--- config.mk ---
export PLATFORM = sky130hd
export DESIGN_NAME = spd_data_path
export DESIGN_NICKNAME = d
export VERILOG_FILES = /design/src/hdl/spd_pkg.sv /design/src/hdl/spd_rx_fifo.sv /design/src/hdl/spd_data_path.sv
export SDC_FILE = /design/constraint.sdc
export NUM_CORES = 1
export LEC_CHECK = 0
export ABC_AREA = 0
export BUFFER_PORTS_ARGS = -buffer_cell sky130_fd_sc_hd__buf_2
export CAP_MARGIN = 10
export CELL_PAD_IN_SITES_DETAIL_PLACEMENT = 1
export CELL_PAD_IN_SITES_GLOBAL_PLACEMENT = 1
export CORE_UTILIZATION = 40
export CTS_CLUSTER_SIZE = 10
export DETAILED_ROUTE_END_ITERATION = 16
export GPL_TIMING_DRIVEN = 0
export PLACE_DENSITY_LB_ADDON = 0.1
export SYNTH_ARGS = -nofsm -noshare
export SYNTH_HDL_FRONTEND = slang
export SYNTH_SLANG_ARGS = --single-unit
--- constraint.sdc ---
create_clock -name clk -period 2.9 [get_ports clk]
set_input_delay 0.29 -clock clk [delete_from_list [all_inputs] [get_ports clk]]
set_output_delay 0.29 -clock clk [all_outputs]
set_load 0.05 [all_outputs]
--- src/hdl/spd_pkg.sv ---
// Purpose: shared constants and carriers for the serial port data path
// Assumes: one 40 MHz clock, synchronous active-high reset
// Notes:   character size codes follow the usual 0..3,7 encoding
package spd_pkg;
  localparam int unsigned CLK_HZ        = 40000000;
  localparam logic [2:0]  CSZ_5         = 3'h0;
  localparam logic [2:0]  CSZ_6         = 3'h1;
  localparam logic [2:0]  CSZ_7         = 3'h2;
  localparam logic [2:0]  CSZ_8         = 3'h3;
  localparam logic [2:0]  CSZ_9         = 3'h7;
  localparam logic [3:0]  BITS_5        = 4'h5;
  localparam logic [3:0]  BITS_9        = 4'h9;
  localparam logic [3:0]  OVS           = 4'hF;
  localparam logic [3:0]  OVS_MID       = 4'h7;
  localparam int          RX_DEPTH      = 2;
  localparam logic [8:0]  DATA_RESET    = 9'h000;

  typedef struct packed {
    logic       ninth;
    logic       frame_err;
    logic       overrun_err;
    logic       parity_err;
    logic [7:0] data;
  } spd_rx_word_s;

  typedef struct packed {
    logic [2:0] char_size_sel;
    logic       parity_enable;
    logic       parity_odd;
    logic       two_stop;
    logic       sync_mode;
  } spd_format_s;

  typedef enum logic [1:0] {
    TX_IDLE, TX_START, TX_SHIFT, TX_STOP
  } spd_tx_state_e;

  typedef enum logic [1:0] {
    RX_IDLE, RX_START, RX_SHIFT, RX_STOP
  } spd_rx_state_e;
endpackage

--- src/hdl/spd_rx_fifo.sv ---
// Purpose: two-entry receive buffer holding a character with its flags
// Assumes: push and pop use valid/ready; flush empties at once
// Notes:   read data come out of a register
`timescale 1ns/100ps
module spd_rx_fifo (
  input  wire logic                  clk,
  input  wire logic                  srst,
  input  wire logic                  flush,
  input  wire logic                  in_valid,
  output logic                       in_ready,
  input  wire spd_pkg::spd_rx_word_s in_word,
  output logic                       out_valid,
  input  wire logic                  out_ready,
  output spd_pkg::spd_rx_word_s      out_word
);
  spd_pkg::spd_rx_word_s mem_reg [spd_pkg::RX_DEPTH];
  logic                  wr_ptr_reg;
  logic                  rd_ptr_reg;
  logic [1:0]            count_reg;
  logic                  push;
  logic                  pop;

  assign in_ready = (count_reg != 2'h2);
  assign push     = in_valid && in_ready;
  assign pop      = out_valid && out_ready;

  always_ff @(posedge clk) begin
    if (push) begin
      mem_reg[wr_ptr_reg] <= in_word;
    end
  end

  always_ff @(posedge clk) begin
    if (srst || flush) begin
      wr_ptr_reg <= 1'b0;
      rd_ptr_reg <= 1'b0;
      count_reg  <= 2'h0;
    end else begin
      if (push) begin
        wr_ptr_reg <= ~wr_ptr_reg;
      end
      if (pop) begin
        rd_ptr_reg <= ~rd_ptr_reg;
      end
      count_reg <= count_reg + {1'b0, push} - {1'b0, pop};
    end
  end

  // output register shows the head entry
  always_ff @(posedge clk) begin
    if (srst || flush) begin
      out_valid <= 1'b0;
      out_word  <= '0;
    end else begin
      out_valid <= (count_reg + {1'b0, push} - {1'b0, pop}) != 2'h0;
      if (pop) begin
        out_word <= (count_reg == 2'h2) ? mem_reg[~rd_ptr_reg] : in_word;
      end else if (count_reg == 2'h0 && push) begin
        out_word <= in_word;
      end
    end
  end
endmodule // spd_rx_fifo

--- src/hdl/spd_data_path.sv ---
// Purpose: transmit and receive data path with buffer and status flags
// Assumes: baud_tick is 16x bit rate; ext clock pin already synchronous
// Notes:   register fields are plain ports; pin overrides via enables
//
// Overview of operation
// - buffer empty flag high when transmit buffer empty, else low
// - data register write clears the buffer empty flag
// - buffer empty request is level while enabled and flag set
// - transmit complete sets when frame sent and buffer empty
// - transmit complete clears on interrupt service or write of one
// - transmit complete request pulses when the flag becomes set
// - parity bit inserted after data bits before first stop bit
// - clearing transmit enable waits until shifter and buffer drain
// - disabled transmitter releases the serial output pin
// - receive enable takes over the serial input pin
// - synchronous mode receiver uses the external transfer clock
// - reception starts on valid start bit, samples bits to first stop
// - second stop bit ignored by receiver
// - on first stop bit frame moves into receive buffer
// - unused upper data bits read as zero for short characters
// - ninth bit and error flags travel with each character
// - frame is start, data lsb first, parity, stop bits; idle high
// - shifter loads buffered character when idle or after last stop
// - rx complete reflects unread data; disabling receiver flushes
// - parity is xor of data bits, inverted for odd
`timescale 1ns/100ps
module spd_data_path (
  input  wire logic                  clk,
  input  wire logic                  srst,
  input  wire spd_pkg::spd_format_s  format,
  input  wire logic                  transmit_enable,
  input  wire logic                  receive_enable,
  input  wire logic                  tx_buffer_empty_irq_en,
  input  wire logic                  tx_complete_irq_en,
  input  wire logic                  ninth_tx_bit,
  input  wire logic                  baud_tick,
  input  wire logic                  data_wr,
  input  wire logic [7:0]            data_wdata,
  input  wire logic                  data_rd,
  input  wire logic                  tx_complete_wr1,
  input  wire logic                  tx_complete_ack,
  input  wire logic                  serial_in_pin,
  input  wire logic                  ext_transfer_clock_pin,
  output logic                       serial_out_pin,
  output logic                       serial_out_oe,
  output logic                       serial_in_owned,
  output logic                       tx_buffer_empty,
  output logic                       tx_complete,
  output logic                       tx_buffer_empty_irq,
  output logic                       tx_complete_irq,
  output logic                       rx_complete,
  output logic [7:0]                 rx_data,
  output logic                       ninth_rx_bit,
  output logic                       frame_error,
  output logic                       overrun_error,
  output logic                       parity_error
);
  ////////////////////////////////////////////////////////////////////////
  // helpers
  function automatic logic [3:0] char_bits(input logic [2:0] sel);
    unique case (sel)
      spd_pkg::CSZ_5: char_bits = spd_pkg::BITS_5;
      spd_pkg::CSZ_6: char_bits = 4'h6;
      spd_pkg::CSZ_7: char_bits = 4'h7;
      spd_pkg::CSZ_9: char_bits = spd_pkg::BITS_9;
      default:        char_bits = 4'h8;
    endcase
  endfunction

  function automatic logic [8:0] mask_bits(input logic [8:0] d,
                                           input logic [3:0] n);
    logic [8:0] m;
    m = 9'h1FF >> (4'h9 - n);
    mask_bits = d & m;
  endfunction

  ////////////////////////////////////////////////////////////////////////
  // bit timing: 16x baud ticks or external clock edges
  logic       xck_d_reg;
  logic       xck_rise;
  logic       xck_fall;
  logic [3:0] bits_n;

  assign bits_n   = char_bits(format.char_size_sel);
  assign xck_rise = ext_transfer_clock_pin && !xck_d_reg;
  assign xck_fall = !ext_transfer_clock_pin && xck_d_reg;

  always_ff @(posedge clk) begin
    xck_d_reg <= ext_transfer_clock_pin;
  end

  ////////////////////////////////////////////////////////////////////////
  // transmit buffer and shifter
  logic                  txbuf_full_reg;
  logic [8:0]            txbuf_reg;
  spd_pkg::spd_tx_state_e tx_state_reg;
  logic [8:0]            tx_shift_reg;
  logic [3:0]            tx_cnt_reg;
  logic [3:0]            tx_ovs_reg;
  logic                  tx_par_reg;
  logic                  tx_par_phase_reg;
  logic                  tx_stop2_reg;
  logic                  tx_on_reg;
  logic                  tx_step;
  logic                  tx_load;
  logic                  tx_frame_done;
  logic                  tx_busy;

  assign tx_busy = (tx_state_reg != spd_pkg::TX_IDLE);
  assign tx_step = format.sync_mode ? xck_rise
                 : (baud_tick && tx_ovs_reg == spd_pkg::OVS);
  // load when idle, or right at the end of the last stop bit
  assign tx_load = txbuf_full_reg && tx_on_reg &&
                   (!tx_busy || tx_frame_done);

  always_ff @(posedge clk) begin
    if (srst) begin
      txbuf_full_reg <= 1'b0;
      txbuf_reg      <= spd_pkg::DATA_RESET;
    end else if (data_wr) begin
      // ninth bit sampled at the data write that launches it
      txbuf_full_reg <= 1'b1;
      txbuf_reg      <= {ninth_tx_bit, data_wdata};
    end else if (tx_load) begin
      txbuf_full_reg <= 1'b0;
    end
  end

  always_ff @(posedge clk) begin
    if (srst) begin
      tx_on_reg <= 1'b0;
    end else if (transmit_enable) begin
      tx_on_reg <= 1'b1;
    end else if (!tx_busy && !txbuf_full_reg) begin
      tx_on_reg <= 1'b0;
    end
  end

  always_ff @(posedge clk) begin
    if (srst || !tx_busy) begin
      tx_ovs_reg <= 4'h0;
    end else if (baud_tick) begin
      tx_ovs_reg <= tx_ovs_reg + 4'h1;
    end
  end

  always_ff @(posedge clk) begin
    if (srst) begin
      tx_state_reg     <= spd_pkg::TX_IDLE;
      tx_shift_reg     <= 9'h1FF;
      tx_cnt_reg       <= 4'h0;
      tx_par_reg       <= 1'b0;
      tx_par_phase_reg <= 1'b0;
      tx_stop2_reg     <= 1'b0;
      tx_frame_done    <= 1'b0;
    end else begin
      tx_frame_done <= 1'b0;
      if (tx_load) begin
        tx_state_reg <= spd_pkg::TX_START;
        tx_shift_reg <= mask_bits(txbuf_reg, bits_n);
        tx_par_reg   <= ^mask_bits(txbuf_reg, bits_n)
                        ^ format.parity_odd;
        tx_cnt_reg   <= 4'h0;
        tx_par_phase_reg <= 1'b0;
        tx_stop2_reg <= 1'b0;
      end else if (tx_step) begin
        unique case (tx_state_reg)
          spd_pkg::TX_IDLE: begin
          end
          spd_pkg::TX_START: tx_state_reg <= spd_pkg::TX_SHIFT;
          spd_pkg::TX_SHIFT: begin
            if (tx_par_phase_reg || (tx_cnt_reg == bits_n - 4'h1 &&
                                      !format.parity_enable)) begin
              tx_state_reg <= spd_pkg::TX_STOP;
            end else if (tx_cnt_reg == bits_n - 4'h1) begin
              tx_par_phase_reg <= 1'b1;
            end else begin
              tx_shift_reg <= {1'b1, tx_shift_reg[8:1]};
              tx_cnt_reg   <= tx_cnt_reg + 4'h1;
            end
          end
          spd_pkg::TX_STOP: begin
            if (format.two_stop && !tx_stop2_reg) begin
              tx_stop2_reg <= 1'b1;
            end else begin
              tx_state_reg  <= spd_pkg::TX_IDLE;
              tx_frame_done <= 1'b1;
            end
          end
        endcase
      end
    end
  end

  // serial output: start low, data lsb first, parity, stop high
  always_ff @(posedge clk) begin
    if (srst) begin
      serial_out_pin <= 1'b1;
      serial_out_oe  <= 1'b0;
    end else begin
      serial_out_oe <= tx_on_reg || transmit_enable;
      unique case (tx_state_reg)
        spd_pkg::TX_START: serial_out_pin <= 1'b0;
        spd_pkg::TX_SHIFT: serial_out_pin <= tx_par_phase_reg ?
                                             tx_par_reg : tx_shift_reg[0];
        default:           serial_out_pin <= 1'b1;
      endcase
    end
  end

  ////////////////////////////////////////////////////////////////////////
  // transmitter flags and requests
  logic tx_done_set;
  assign tx_done_set = tx_frame_done && !txbuf_full_reg && !data_wr;

  always_ff @(posedge clk) begin
    if (srst) begin
      tx_buffer_empty <= 1'b1;
      tx_complete     <= 1'b0;
      tx_buffer_empty_irq <= 1'b0;
      tx_complete_irq <= 1'b0;
    end else begin
      tx_buffer_empty <= !(data_wr || (txbuf_full_reg && !tx_load));
      if (tx_done_set) begin
        tx_complete <= 1'b1;
      end else if (tx_complete_wr1 || tx_complete_ack) begin
        tx_complete <= 1'b0;
      end
      tx_buffer_empty_irq <= tx_buffer_empty_irq_en &&
                             !(data_wr || (txbuf_full_reg && !tx_load));
      tx_complete_irq <= tx_complete_irq_en && tx_done_set &&
                         !tx_complete;
    end
  end

  ////////////////////////////////////////////////////////////////////////
  // receiver
  spd_pkg::spd_rx_state_e rx_state_reg;
  logic [8:0]            rx_shift_reg;
  logic [3:0]            rx_cnt_reg;
  logic [3:0]            rx_ovs_reg;
  logic                  rx_par_phase_reg;
  logic                  rx_par_bad_reg;
  logic                  rx_sample;
  logic                  rx_in;
  logic                  rx_push;
  logic                  rx_overrun_reg;
  logic                  fifo_ready;
  logic                  fifo_valid;
  spd_pkg::spd_rx_word_s push_word;
  spd_pkg::spd_rx_word_s head_word;

  assign rx_in     = receive_enable ? serial_in_pin : 1'b1;
  assign rx_sample = format.sync_mode ? xck_fall
                   : (baud_tick && rx_ovs_reg == spd_pkg::OVS_MID);

  always_ff @(posedge clk) begin
    if (srst || rx_state_reg == spd_pkg::RX_IDLE) begin
      rx_ovs_reg <= 4'h0;
    end else if (baud_tick) begin
      rx_ovs_reg <= rx_ovs_reg + 4'h1;
    end
  end

  always_ff @(posedge clk) begin
    if (srst || !receive_enable) begin
      rx_state_reg     <= spd_pkg::RX_IDLE;
      rx_shift_reg     <= 9'h000;
      rx_cnt_reg       <= 4'h0;
      rx_par_phase_reg <= 1'b0;
      rx_par_bad_reg   <= 1'b0;
      rx_push          <= 1'b0;
      push_word        <= '0;
    end else begin
      rx_push <= 1'b0;
      unique case (rx_state_reg)
        spd_pkg::RX_IDLE: begin
          if (!rx_in && (rx_sample || !format.sync_mode)) begin
            rx_state_reg     <= format.sync_mode ? spd_pkg::RX_SHIFT
                                                 : spd_pkg::RX_START;
            rx_shift_reg     <= 9'h000;
            rx_cnt_reg       <= 4'h0;
            rx_par_phase_reg <= 1'b0;
          end
        end
        spd_pkg::RX_START: begin
          if (rx_sample) begin
            // false start: line back high at bit middle
            rx_state_reg <= rx_in ? spd_pkg::RX_IDLE
                                  : spd_pkg::RX_SHIFT;
          end
        end
        spd_pkg::RX_SHIFT: begin
          if (rx_sample) begin
            if (rx_par_phase_reg) begin
              rx_par_bad_reg <= rx_in ^ (^rx_shift_reg)
                                ^ format.parity_odd;
              rx_state_reg   <= spd_pkg::RX_STOP;
            end else begin
              rx_shift_reg <= rx_shift_reg |
                              ({8'h00, rx_in} << rx_cnt_reg);
              rx_cnt_reg   <= rx_cnt_reg + 4'h1;
              if (rx_cnt_reg == bits_n - 4'h1) begin
                rx_par_phase_reg <= format.parity_enable;
                rx_state_reg <= format.parity_enable ? spd_pkg::RX_SHIFT
                                                     : spd_pkg::RX_STOP;
              end
            end
          end
        end
        spd_pkg::RX_STOP: begin
          // only the first stop bit is looked at
          if (rx_sample) begin
            rx_state_reg <= spd_pkg::RX_IDLE;
            rx_push      <= 1'b1;
            push_word.data        <= rx_shift_reg[7:0];
            push_word.ninth       <= rx_shift_reg[8];
            push_word.frame_err   <= !rx_in;
            push_word.parity_err  <= format.parity_enable &&
                                     rx_par_bad_reg;
            push_word.overrun_err <= rx_overrun_reg;
          end
        end
      endcase
    end
  end

  // overrun: a start bit seen while the buffer is full
  always_ff @(posedge clk) begin
    if (srst || !receive_enable) begin
      rx_overrun_reg <= 1'b0;
    end else if (rx_push && fifo_ready) begin
      rx_overrun_reg <= 1'b0;
    end else if (!fifo_ready && rx_state_reg == spd_pkg::RX_IDLE &&
                 !rx_in) begin
      rx_overrun_reg <= 1'b1;
    end
  end

  spd_rx_fifo u_rx_fifo (
    .clk       (clk),
    .srst      (srst),
    .flush     (!receive_enable),
    .in_valid  (rx_push),
    .in_ready  (fifo_ready),
    .in_word   (push_word),
    .out_valid (fifo_valid),
    .out_ready (data_rd),
    .out_word  (head_word)
  );

  always_ff @(posedge clk) begin
    if (srst) begin
      serial_in_owned <= 1'b0;
      rx_complete     <= 1'b0;
      rx_data         <= 8'h00;
      ninth_rx_bit    <= 1'b0;
      frame_error     <= 1'b0;
      overrun_error   <= 1'b0;
      parity_error    <= 1'b0;
    end else begin
      serial_in_owned <= receive_enable;
      rx_complete     <= fifo_valid && receive_enable;
      rx_data         <= head_word.data;
      ninth_rx_bit    <= head_word.ninth;
      frame_error     <= head_word.frame_err;
      overrun_error   <= head_word.overrun_err;
      parity_error    <= head_word.parity_err;
    end
  end
endmodule // spd_data_path

==> Yosys cells after proc, flatten, opt, wreduce, memory -nomap -nowiden <==
Memories as Yosys holds them, arrays and structs flattened.
Cells that the tools add are included.
W data, S select, Z words.
{ "op_classes": {"n_reduce_logical": 77, "eq_ne": 27, "shifts": 2, "addsub": 8, "n_bitwise": 12, "mux": 52} }
{ "op_table": {"columns": ["op", "n"], "rows": [
  ["$mux W9", 8],
  ["$mux W12", 3],
  ["$reduce_and A4 Y1", 6],
  ["$logic_and A1 B1 Y1", 23],
  ["$mux W1", 21],
  ["$mux W2", 10],
  ["$ne A2 B2 Y1 const B", 9],
  ["$pmux W9 S2", 1],
  ["$reduce_bool A2 Y1", 9],
  ["$reduce_xor A9 Y1", 2],
  ["$add A4 B1 Y4 const B", 4],
  ["$pmux W4 S4", 1],
  ["$logic_not A1 Y1", 14],
  ["$mux W4", 3],
  ["$eq A2 B2 Y1 const B", 5],
  ["$and A9 B9 Y9", 1],
  ["$logic_or A1 B1 Y1", 9],
  ["$ne A3 B3 Y1 const B", 3],
  ["$or A9 B9 Y9", 1],
  ["$reduce_and A3 Y1", 3],
  ["$shl A1 B4 Y9", 1],
  ["$shr A9 B4 Y9 const A", 1],
  ["$eq A4 B4 Y1", 2],
  ["$pmux W2 S4", 1],
  ["24 further kinds", 37]
]} }
{ "word_totals": {"regBits": 107, "elab_cells": 227, "mem_bits_rw": 24, "n_memories": 1, "inputBits": 29, "output_inout_bits": 20} }
{ "memory_table": {"columns": ["memory", "words", "width", "read_ports", "rd_clocked_by_memory_dff", "write_ports", "line", "text"], "rows": [
  ["u_rx_fifo.mem_reg", 2, 12, 1, 0, 1, "spd_rx_fifo.sv:16", "spd_pkg::spd_rx_word_s mem_reg [spd_pkg::RX_DEPTH];"]
]} }

==> Logic depth before layout (Yosys ltp) <==
Gate-level depths: netlist of run 1.
{ "logic_depth": {"ltp_word": 10, "depth_mapped": 11, "mapped_depth_nobuf": 10} }

==> Hierarchy <==
From an unflattened synthesis of run 1, not the netlist that was laid out.
{ "unflattened": {"hier_cells": 594, "hier_area_um2": 5858.1} }
{ "modules_own_cells": {"columns": ["mod", "area_each_um2", "instances", "cells_each", "seq_area_each_um2"], "rows": [
  ["spd_data_path", 4239.1, 1, 476, 1801.7],
  ["spd_rx_fifo", 1619.1, 1, 118, 1061.0]
]} }

==> Worst setup path after synthesis of run 1 <==
Ideal clock, no wire load.
{ "synth_timing": {"path_kind": "input -> register", "from": "in format[4] (netlist name)", "to": "reg tx_par_reg", "n_path_buf": 0, "t_required_ns": 2.766, "stages": 9, "setup_slack_ns": 0.421, "setup_time_ns": 0.134, "t_arrival_ns": 2.345, "path_cell_list": "xor2_1 nand2b_1 ha_1 nor2b_2 xnor3_1 and4_1 o311a_2 a2111oi_1 a211oi_1"} }
{ "synth_between": {"elab_chain_cells": 7, "word_cells_on_any_way": 10, "classes_between": "1 x add/sub; 3 x eq/ne; 1 x shift; 1 x mux; 2 x bitwise; 2 x reduce/logical"} }
{ "synth_rtl": {"columns": ["element", "line", "text"], "rows": [
  ["start, declared", "spd_data_path.sv:30", "input wire spd_pkg::spd_format_s format,"],
  ["$eq A3 B3 Y1 (tied with other cells)", "spd_data_path.sv:61", "unique case (sel)"],
  ["$pmux W4 S4 (*)", "spd_data_path.sv:61", null],
  ["$sub A4 B4 Y4 (*)", "spd_data_path.sv:73", "m = 9'h1FF >> (4'h9 - n);"],
  ["$shr A9 B4 Y9 (*)", "spd_data_path.sv:73", null],
  ["$and A9 B9 Y9 (*)", "spd_data_path.sv:74", "mask_bits = d & m;"],
  ["$reduce_xor A9 Y1 (*)", "spd_data_path.sv:161", "tx_par_reg <= ^mask_bits(txbuf_reg, bits_n)"],
  ["$xor A1 B1 Y1 (*)", "spd_data_path.sv:162", "^ format.parity_odd;"],
  ["end signal, assigned", "spd_data_path.sv:161", null],
  ["end, declared", "spd_data_path.sv:100", "logic tx_par_reg;"]
]} }
Mark *: on every way between the ends. The rest lies on a longest branch, timed or not.
A chain may end at the register's enable or synchronous reset.

==> Final worst setup path of run 1 <==
Same ends and word-level chain as after synthesis.

==> results of run 1 <==
==> final timing paths <==
check / slack [ns] / cells past startpoint / to / start
worst min register to register: 0.45 / 1 / tx_complete_irq / tx_complete
worst max-delay path: 0.32 / 10 / tx_par_reg / format[4]
worst max register to register: 0.61 / 7 / rx_shift_reg[8] / rx_ovs_reg[0]
worst min-delay path: 0.11 / 2 / tx_buffer_empty_irq / tx_buffer_empty_irq_en
==> final cells by class <==
| cell class | instances | area [um^2] | share of cell area, % |
|---|---|---|---|
| timing repair buffer | 47 | 240 | 3.58 |
| inverter | 18 | 67.6 | 1.01 |
| tap | 180 | 225 | 3.35 |
| multi-input combinational | 398 | 2650 | 39.4 |
| clock inverter | 15 | 134 | 1.99 |
| clock buffer | 17 | 425 | 6.33 |
| sequential | 131 | 2860 | 42.6 |
| buffer | 28 | 115 | 1.71 |
==> metrics by stage <==
| stage | instance area, um^2 | setup slack (ns) | hold slack [ns] | util [%] | total power [mW] |
|---|---|---|---|---|---|
| after floorplan | 5690 | 0.421 | 0.318 | - | 2.09 |
| after global placement | 6150 | 0.0551 | 0.425 | 44.3 | 2.16 |
| after detailed placement | 6150 | 0.00491 | 0.436 | 44.3 | 2.17 |
| after CTS | 6720 | 0.374 | 0.0912 | 48.4 | 4.21 |
| after global routing | 6720 | 0.260 | 0.0956 | 48.4 | 4.31 |
| final | 6720 | 0.319 | 0.107 | 48.4 | 4.16 |
==> power by group through the flow <==
stage               clock network, mW  logic (mW)  registers [mW]
global placement                    0       0.235            1.92
finish                           2.03       0.245            1.89
floorplan                           0       0.153            1.93
CTS                              2.08       0.248            1.89
global route                     2.15       0.271            1.89
detailed placement                  0       0.244            1.93
==> what timing repair did <==
item | 4_1_cts | 5_1_grt
setup buffers | 0 | 0
hold buffers | 1 | 0
hold endpoints to repair | 1 | 0
==> cells in the final DEF, fill, tap and decap left out, types with 18 or more instances in the layout <==
master | Yosys | layout
nand2_1 | 21 | 21
nor2b_1 | 20 | 20
nor2_1 | 93 | 93
buf_2 | 2 | 48
a21oi_1 | 30 | 30
inv_1 | 18 | 18
clkbuf_1 | 25 | 25
o21ai_0 | 22 | 22
dfxtp_1 | 107 | 107
mux2i_1 | 41 | 41
edfxtp_1 | 24 | 24
==> cell families after synthesis <==
kind of cell / after synthesis / share of synthesized area [%]
AOI/OAI and AO/OA: 108 / 12.4
buffers and inverters: 46 / 3.21
and+or+nand+nor: 200 / 17.7
muxes: 41 / 7.21
xor gates and xnor gates: 33 / 5.69
adders and majority gates: 16 / 3.52
DFF: 131 / 50.3
==> per-layer routing <==
metal | vias up | track usage (%) | wire, um
li1 | 2143 | - | -
met5 | - | 0 | 0
met4 | 0 | 7.18 | 184
met2 | 65 | 33.4 | 6510
met3 | 17 | 5.26 | 445
met1 | 2113 | 25.9 | 6630
==> results.md, run 1 <==
* Final Non-Filler Cells at between 800 and 900
* Crit path largest cell delay at 0.45 ns
* Clock Power Share at between 40% and 50%
* Final setup fails at 0
* Layout fillers at 1600
* List of most frequent post-synthesis cells: dfxtp_1, nor2_1, mux2i_1, a21oi_1, clkbuf_1
* Syn nets at a little over 600
* Die ar. at 14700 um^2
* # diodes at 0
* Row cnt at 43
* Cts repair resizes at 0
* Synth Flop Type: dfxtp_1
* P_int at around 3.1 mW
* Yosys warnings at 0
* Critical path peak fanout at 6
* Sw Ratio at between 20% and 30%
* WL final at between 10000 and 15000 um
* Max reg flops at 24
* Synth cell types at 57
* Vias in the first global route at ~4500
* Routed Antenna Nets at 0
* Area growth from synthesis to layout at 18.0%
* Area leader, netlist: dfxtp_1
* CTS Sinks at between 100 and 150
* Flops & latches, synth at around 130
* Worst IR drop on VDD at 0.398 mV
* RSZ-0062 raised after global routing: false
* Fin crit period at around 2.6 ns
* Clock root cell: clkbuf_16
* Detailed Place HPWL at ~10000 um
* CP max-delay cell: a2111oi_1
* Max-cap viol count at 0
* Post-synthesis cell count at roughly 580
* Final Hold Violating Endpoints at 0
* Share of power burned in registers at between 40% and 50%
* Starting DRT DRC Count at 211
* Inserted Clock Buffers at 17
* CTS tree: yes
* IO Count at 49
* Routability cong. at 0.785
* Die width at between 100 and 150 um
* Initial antenna violation count at 0
* Clk slew on worst S/H paths at about 0.06 ns
* Switching power at slightly above 1 mW
* Period utilisation layout at 89.0%
* Syn avg cell area at ~9.9 um^2
* Share of cells above drive strength 1 at 14.7%
* Die height at between 100 and 150 um
* Setup CP Type: in2reg
* Startpoint types: input port
* WL per Instance at between 15 and 20 um
* Post-synth EDFFs at 24
* Measured slew at the worst slew-check pin at around 1.1 ns
* Ys async rst share at 0%
* GRT Overall Usage at between 20 and 25%
* Pin count of the biggest net entering global routing at 17
* Sequential element share of the synthesized area at approximately 50%
* Placed Cells at about 800
* Core Area at around 14000 um^2
* DRC Markers at 0
* Outcome: finished, final reports clean
* Total grt overflow at 0
* Fmax at between 0.3 and 0.4 GHz
* Initial Utilization at between 40 and 50%
* WP buf/inv at 1
* Worst path cell trace: buf_2 > xor2_1 > nand2b_1 > ha_1 > nor2b_2 > xnor3_1 > and4_1 > o311a_2 > a2111oi_1 > a211oi_1
* Most frequent cell after synthesis: dfxtp_1
* CTS H-Tree Depth at 4
* Worst EP arrival at 2.87 ns
* Routed via count at around 4300
* Logic pwr share at a little under 6%
* Slew Limit Fails at 0
* Nets at 686
* Final Skew at 0.00716 ns
* Leakage Power at ~2.6 nW
* Synth top area cells: dfxtp_1, edfxtp_1, mux2i_1, nor2_1, ha_1
* Nature of the critical path endpoint: flop
* CP required at around 3.2 ns
* Longest Clk Path Bufs at 2
* Pwr Density at a little over 600 nW/um^2
* Worst hold path class: in2reg
* Setup TNS at 0 ns
* Slew margin rel. at 27.9%
* Netlist Area Pre-Place at 5690 um^2
* First-pass GRT wire length at between 20000 and 25000 um
* CP delay by family, top: compound AO/OA/AOI/OAI gates
* Synth top area share at a little under two fifths
* Port Buf Inserts at 46
* 1st-pass router iterations at 4
* Vias per inst at 5.20
* Skew-Pair Late Insertion Delay at ~0.42 ns
Note: power is estimated with default switching activity, not from simulation.
==> run 2: changes to the inputs <==
SYNTH_HIERARCHICAL = 1   (was default)
==> results.md, run 2 <==
* Outcome: finished, final reports clean (unchanged)
* Inserted Clock Buffers at 17 (unchanged)
* Pwr Density at 613 nW/um^2 (was 620 nW/um^2)
* # diodes at 0 (unchanged)
* Syn nets at 639 (was 620)
* Slew margin rel. at 29.4% (was 27.9%)
* Pin count of the biggest net entering global routing at 17 (unchanged)
* Skew-Pair Late Insertion Delay at 0.42 ns (about the same)
* Reg2reg end: tx_shift_reg[4] (was rx_shift_reg[8])
* Fin crit period at 2.56 ns (was 2.58 ns)
* CTS Sinks at 131 (unchanged)
* Worst hold path class: in2reg (unchanged)
* GRT Overall Usage at 20.4% (about the same)
* Synth cell types at 70 (was 57)
* Max reg flops at 24 (unchanged)
* Nature of the critical path endpoint: flop (unchanged)
* Port Buf Inserts at 47 (was 46)
* CTS H-Tree Depth at 4 (unchanged)
* Area growth from synthesis to layout at 17.5% (was 18.0%)
* WL final at 14100 um (was 13800 um)
* R2R depth at 8 (was 7)
* Period utilisation layout at 88.4% (was 89.0%)
* Measured slew at the worst slew-check pin at 1.06 ns (was 1.08 ns)
* Final setup fails at 0 (unchanged)
* Flops & latches, synth at 131 (unchanged)
* 1st-pass router iterations at 4 (unchanged)
* Worst IR drop on VDD at 0.442 mV (was 0.398 mV)
* Clk slew on worst S/H paths at 0.06 ns (about the same)
* Post-CTS setup buffers at 0 (unchanged)
* Ys async rst share at 0% (unchanged)
* Initial antenna violation count at 0 (unchanged)
* Row cnt at 43 (unchanged)
* Die height at 123 um (was 121 um)
* Starting DRT DRC Count at 210 (was 211)
* DRC Markers at 0 (unchanged)
* Cts repair resizes at 0 (unchanged)
* Setup CP Type: reg2reg (was in2reg)
* WL per Instance at 16.6 um (was 16.5 um)
* Hold_buf cts at 0 (was 1)
* Routability cong. at 0.819 (was 0.785)
* Most frequent cells in the layout: dfxtp_1, nor2_1, buf_2 (unchanged)
* Routed Antenna Nets at 0 (unchanged)
* Synth top area cells: dfxtp_1, edfxtp_1, mux2i_1, nor2_1, ha_1 (unchanged)
* Fmax at 0.390 GHz (was 0.387 GHz)
* Detailed Place HPWL at 10600 um (was 10000 um)
* Worst EP arrival at 2.87 ns (about the same)
* R2r setup slk at 0.34 ns (was 0.61 ns)
* Hold_sp: ext_transfer_clock_pin (was tx_buffer_empty_irq_en)
* Vias per inst at 5.30 (was 5.20)
* Layout fillers at 1622 (was 1600)
* Longest Clk Path Bufs at 2 (unchanged)
* Synth top area share at 36.6% (was 37.6%)
* Post-synth EDFFs at 24 (unchanged)
* Clock root cell: clkbuf_16 (unchanged)
* Hold slack final at 0.0300 ns (was 0.107 ns)
* Core Area at 14100 um^2 (was 13900 um^2)
* Max-cap viol count at 0 (unchanged)
* Syn avg cell area at 9.86 um^2 (was 9.90 um^2)
* CP max-delay cell: clkbuf_1 (was a2111oi_1)
* Worst path cell trace: inv_1 > ha_1 > o21ai_0 > nor2_1 > clkbuf_1 > clkbuf_1 > o21ai_0 > a31o_2 (was buf_2 > xor2_1 > nand2b_1 > ha_1 > nor2b_2 > xnor3_1 > and4_1 > o311a_2 > a2111oi_1 > a211oi_1)
* Initial Utilization at 41.6% (was 41.0%)
* Most frequent cell after synthesis: dfxtp_1 (unchanged)
* Die width at 123 um (was 121 um)
* Setup WS pre-CTS at -0.0269 ns (was 0.00491 ns)
* Die ar. at 15100 um^2 (was 14700 um^2)
* Routed via count at 4519 (was 4338)
* Slew Limit Fails at 0 (unchanged)
* Commonest non-fill, non-tap cell in the layout: dfxtp_1 (unchanged)
* Nets at 705 (was 686)
* Final Hold Violating Endpoints at 0 (unchanged)
* Worst Setup SP: tx_state_reg[1] (was format[4])
* RSZ-0062 raised after global routing: false (unchanged)
* Sequential element share of the synthesized area at 48.9% (was 50.3%)
* List of most frequent post-synthesis cells: dfxtp_1, nor2_1, mux2i_1, a21oi_1 (was dfxtp_1, nor2_1, mux2i_1, a21oi_1, clkbuf_1)
* Final Skew at 0.00649 ns (was 0.00716 ns)
* Final worst slack at 0.337 ns (was 0.319 ns)
* Hold Path End: xck_d_reg (was tx_buffer_empty_irq)
* Post-synthesis cell count at 594 (was 575)
* Synth Flop Type: dfxtp_1 (unchanged)
* Reg2reg start: tx_state_reg[1] (was rx_ovs_reg[0])
* Crit path largest cell delay at 0.45 ns (about the same)
* Vias in the first global route at 4630 (was 4533)
* Total grt overflow at 0 (unchanged)
* Netlist Area Pre-Place at 5860 um^2 (was 5690 um^2)
* IO Count at 49 (unchanged)
* First-pass GRT wire length at 23400 um (was 22800 um)
* Total Power at 4.22 mW (was 4.16 mW)
* Hold Path Cell Cnt at 1 (was 2)
* Area leader, netlist: dfxtp_1 (unchanged)
* CP required at 3.21 ns (was 3.19 ns)
* Leakage Power at 2.61 nW (was 2.58 nW)
* CTS tree: yes (unchanged)
* Core Util, Final at 48.8% (was 48.4%)
* Startpoint types: flop (was input port)
* Critical path peak fanout at 10 (was 6)
* Share of cells above drive strength 1 at 16.2% (was 14.7%)
* Yosys warnings at 6 (was 0)
run 2: changes by cell type after synthesis, sizes merged, moves of 5 or more:
| cell | before | now |
|---|---|---|
| nor2b | 21 | 16 |
| a31oi | 11 | 5 |
| mux2 | 0 | 12 |
| nor3 | 10 | 20 |
| o21ai | 23 | 33 |
| nand2b | 8 | 15 |
| clkbuf | 25 | 20 |
| o21a | 0 | 5 |
| a211oi | 17 | 4 |
| nor2 | 94 | 75 |
| nand3 | 8 | 20 |
| and3 | 2 | 8 |
run 2: worst max path at each step:
stage                      end  cells after the start
6_report       tx_shift_reg[4]                      8
5_1_grt        tx_shift_reg[4]                      8
4_1_cts        tx_shift_reg[4]                      8
3_5_place_dp   tx_shift_reg[5]                     11
3_3_place_gp   tx_shift_reg[5]                     11
2_1_floorplan  tx_shift_reg[5]                     10
run 2: logic make-up after synthesis:
logic type               synth area share, %
flip-flops                              48.9
buffers and inverters                   3.08
adder cells (fa/ha/maj)                 3.42
AND/OR/NAND/NOR                         18.8
multiplexers                            8.63
XOR/XNOR                                5.38
AO/OA/AOI/OAI                           11.8
run 2: cell type report:
class	count	area [um^2]	share of cell area, %
tap	180	225	3.27
clock inverter	14	138	2.00
sequential	131	2860	41.6
buffer	27	116	1.69
multi-input combinational	419	2820	40.9
inverter	17	63.8	0.927
clock buffer	18	429	6.23
timing repair buffer	47	235	3.42
run 2: critical path: cells and delay by family (launching register included):
family / cells / cell delay [ns]
DFF: 1 / 0.35
adders and majority gates: 1 / 0.28
and+or+nand+nor: 1 / 0.26
buffers and inverters: 3 / 0.96
AOI/OAI and AO/OA: 3 / 0.60
run 2: per-layer routing:
| layer | track usage (%) | up-vias | wire [um] |
|---|---|---|---|
| li1 | - | 2229 | - |
| met1 | 27.9 | 2209 | 7120 |
| met2 | 31.4 | 65 | 6300 |
| met3 | 5.35 | 16 | 505 |
| met4 | 6.63 | 0 | 202 |
| met5 | 0 | - | 0 |
run 2: where the power goes:
group          internal [mW]  switching (mW)
registers               1.87          0.0144
logic                  0.102           0.180
clock network           1.26           0.796
run 2: per-stage QoR:
stage                     TNS [ns]  cell area, um^2  std cells
after CTS                        0             6890        853
final                            0             6890        853
after global routing             0             6890        853
after floorplan                  0             5860        594
after detailed placement   -0.0332             6320        821
after global placement           0             6320        821
==> run 3: changes to the inputs <==
CELL_PAD_IN_SITES_DETAIL_PLACEMENT = default   (was 1)
CELL_PAD_IN_SITES_GLOBAL_PLACEMENT = default   (was 1)
CORE_MARGIN = 2   (was default)
==> results.md, run 3 (synthesis results as in run 2) <==
* Period utilisation layout at 86.8% (was 88.4%)
* Core Area at 14400 um^2 (was 14100 um^2)
* Routed via count at 4408 (was 4519)
* CTS Sinks at 131 (unchanged)
* Vias in the first global route at 4281 (was 4630)
* Clock root cell: clkbuf_16 (unchanged)
* Skew-Pair Late Insertion Delay at 0.42 ns (about the same)
* RSZ-0062 raised after global routing: false (unchanged)
* Setup CP Type: reg2reg (unchanged)
* Die width at 125 um (was 123 um)
* Critical path peak fanout at 10 (unchanged)
* Measured slew at the worst slew-check pin at 1.15 ns (was 1.06 ns)
* Port Buf Inserts at 47 (unchanged)
* Die ar. at 15600 um^2 (was 15100 um^2)
* Outcome: finished, final reports clean (unchanged)
* Share of power burned in registers at 44.6% (about the same)
* CP Depth at 8 (unchanged)
* Critical Path Sink: tx_shift_reg[4] (unchanged)
* Clk slew on worst S/H paths at 0.06 ns (about the same)
* Startpoint types: flop (unchanged)
* Fmax at 0.397 GHz (was 0.390 GHz)
* # diodes at 0 (unchanged)
* GRT Overall Usage at 17.4% (was 20.4%)
* DP Area at 6320 um^2 (about the same)
* Nets at 706 (was 705)
* Vias per inst at 5.14 (was 5.30)
* Slew Limit Fails at 0 (unchanged)
* CTS tree: yes (unchanged)
* Die height at 125 um (was 123 um)
* Layout fillers at 1403 (was 1622)
* Pwr Density at 610 nW/um^2 (was 613 nW/um^2)
* Row cnt at 44 (was 43)
* Reg2reg start: tx_state_reg[0] (was tx_state_reg[1])
* Fin crit period at 2.52 ns (was 2.56 ns)
* Max-cap viol count at 0 (unchanged)
* Reg2reg end: tx_shift_reg[4] (unchanged)
* Initial antenna violation count at 0 (unchanged)
* Max reg flops at 24 (unchanged)
* Most frequent cells in the layout: dfxtp_1, nor2_1, buf_2 (unchanged)
* Setup TNS at 0 ns (unchanged)
* Final Hold Violating Endpoints at 0 (unchanged)
* Nature of the critical path endpoint: flop (unchanged)
* WL per Instance at 14.8 um (was 16.6 um)
* DRC Markers at 0 (unchanged)
* CTS H-Tree Depth at 4 (unchanged)
* CP required at 3.21 ns (about the same)
* Total Power at 4.22 mW (about the same)
* Crit path largest cell delay at 0.44 ns (was 0.45 ns)
* Share of cells above drive strength 1 at 16.5% (was 16.2%)
* R2R depth at 8 (unchanged)
* WP buf/inv at 3 (unchanged)
* Worst Setup SP: tx_state_reg[0] (was tx_state_reg[1])
* IO Count at 49 (unchanged)
* Final setup fails at 0 (unchanged)
* Worst path cell trace: inv_1 > ha_1 > o21ai_0 > nor2_1 > clkbuf_1 > clkbuf_1 > o21ai_0 > a31o_2 (unchanged)
* Worst hold path class: in2reg (unchanged)
* Sw Ratio at 23.8% (was 23.5%)
* WL final at 12700 um (was 14100 um)
* Final Skew at 0.00795 ns (was 0.00649 ns)
* Switching power at 1.00 mW (was 0.991 mW)
* Routed Antenna Nets at 0 (unchanged)
* CP delay by family, top: buffers and inverters (unchanged)
* First-pass GRT wire length at 21700 um (was 23400 um)
* Inserted Clock Buffers at 17 (unchanged)
* Area growth from synthesis to layout at 18.0% (was 17.5%)
* Routability cong. at 0.782 (was 0.819)
* Slew margin rel. at 22.8% (was 29.4%)
* Logic pwr share at 6.5% (was 6.7%)
* Initial Utilization at 40.6% (was 41.6%)
* CP max-delay cell: clkbuf_1 (unchanged)
* Total grt overflow at 0 (unchanged)
* P_int at 3.21 mW (was 3.23 mW)
* Pin count of the biggest net entering global routing at 17 (unchanged)
* Worst IR drop on VDD at 0.373 mV (was 0.442 mV)
* Detailed Place HPWL at 9470 um (was 10600 um)
* Leakage Power at 2.62 nW (was 2.61 nW)
* Longest Clk Path Bufs at 2 (unchanged)
* Commonest non-fill, non-tap cell in the layout: dfxtp_1 (unchanged)
* Clock Power Share at 48.9% (was 48.7%)
* Worst EP arrival at 2.83 ns (was 2.87 ns)
* 1st-pass router iterations at 4 (unchanged)
* R2r setup slk at 0.38 ns (was 0.34 ns)
* Final instance area at 6910 um^2 (was 6890 um^2)
* Starting DRT DRC Count at 250 (was 210)
-- run 3: cell types whose count changed in the layout (fill, tap and decap cells not counted), sizes merged --
cell	before	now
clkbuf	38	39
inv	19	22
clkinv	7	5
bufinv	2	1
dlygate4sd3	0	1
clkinvlp	3	2
-- run 3: per-stage QoR --
step	hold slack (ns)	setup slack [ns]	util, %	std cells
floorplan	0.318	0.339	-	594
global placement	0.430	0.000269	43.8	825
detailed placement	0.424	-0.0354	43.8	825
CTS	0.0727	0.398	47.9	858
global route	0.0834	0.197	47.9	858
finish	0.0938	0.382	47.9	858
-- run 3: timing repair --
action,4_1_cts,5_1_grt
hold buffers,1,0
resized for setup,0,0
setup buffers,0,0
endpoints found under the hold margin,1,0
-- run 3: metal layers --
metal / vias to the layer above / track usage (%) / share of wire (%)
met3: 15 / 4.66 / 4.4
met4: 0 / 6.21 / 1.2
met1: 2079 / 24.2 / 50
met5: - / 0 / 0
li1: 2235 / - / -
met2: 79 / 26.1 / 44
-- run 3: power by group through the flow --
| stage | clock, mW | sequential [mW] | combinational (mW) |
|---|---|---|---|
| after global routing | 2.20 | 1.88 | 0.307 |
| after global placement | 0 | 1.92 | 0.270 |
| after CTS | 2.11 | 1.88 | 0.277 |
| final | 2.06 | 1.88 | 0.274 |
| after detailed placement | 0 | 1.92 | 0.274 |
| after floorplan | 0 | 1.93 | 0.181 |
-- run 3: cell type report --
type                       instances  area (um^2)  area share [%]
buffer                            27          116            1.68
clock buffer                      19          455            6.59
clock inverter                    13          123            1.77
inverter                          17         63.8           0.923
multi-input combinational        419         2820            40.7
sequential                       131         2860            41.4
tap                              184          230            3.33
timing repair buffer              48          245            3.55
-- run 3: how the worst min path moves through the flow --
stage                     cells after the start              endpoint              startpoint  slack, ns
after detailed placement                      1             xck_d_reg  ext_transfer_clock_pin       0.42
final                                         2  u_rx_fifo/rd_ptr_reg                    srst       0.09
after CTS                                     2  u_rx_fifo/rd_ptr_reg                    srst       0.07
after global placement                        1       tx_complete_irq             tx_complete       0.43
after floorplan                               0             xck_d_reg  ext_transfer_clock_pin       0.32
after global routing                          2  u_rx_fifo/rd_ptr_reg                    srst       0.08
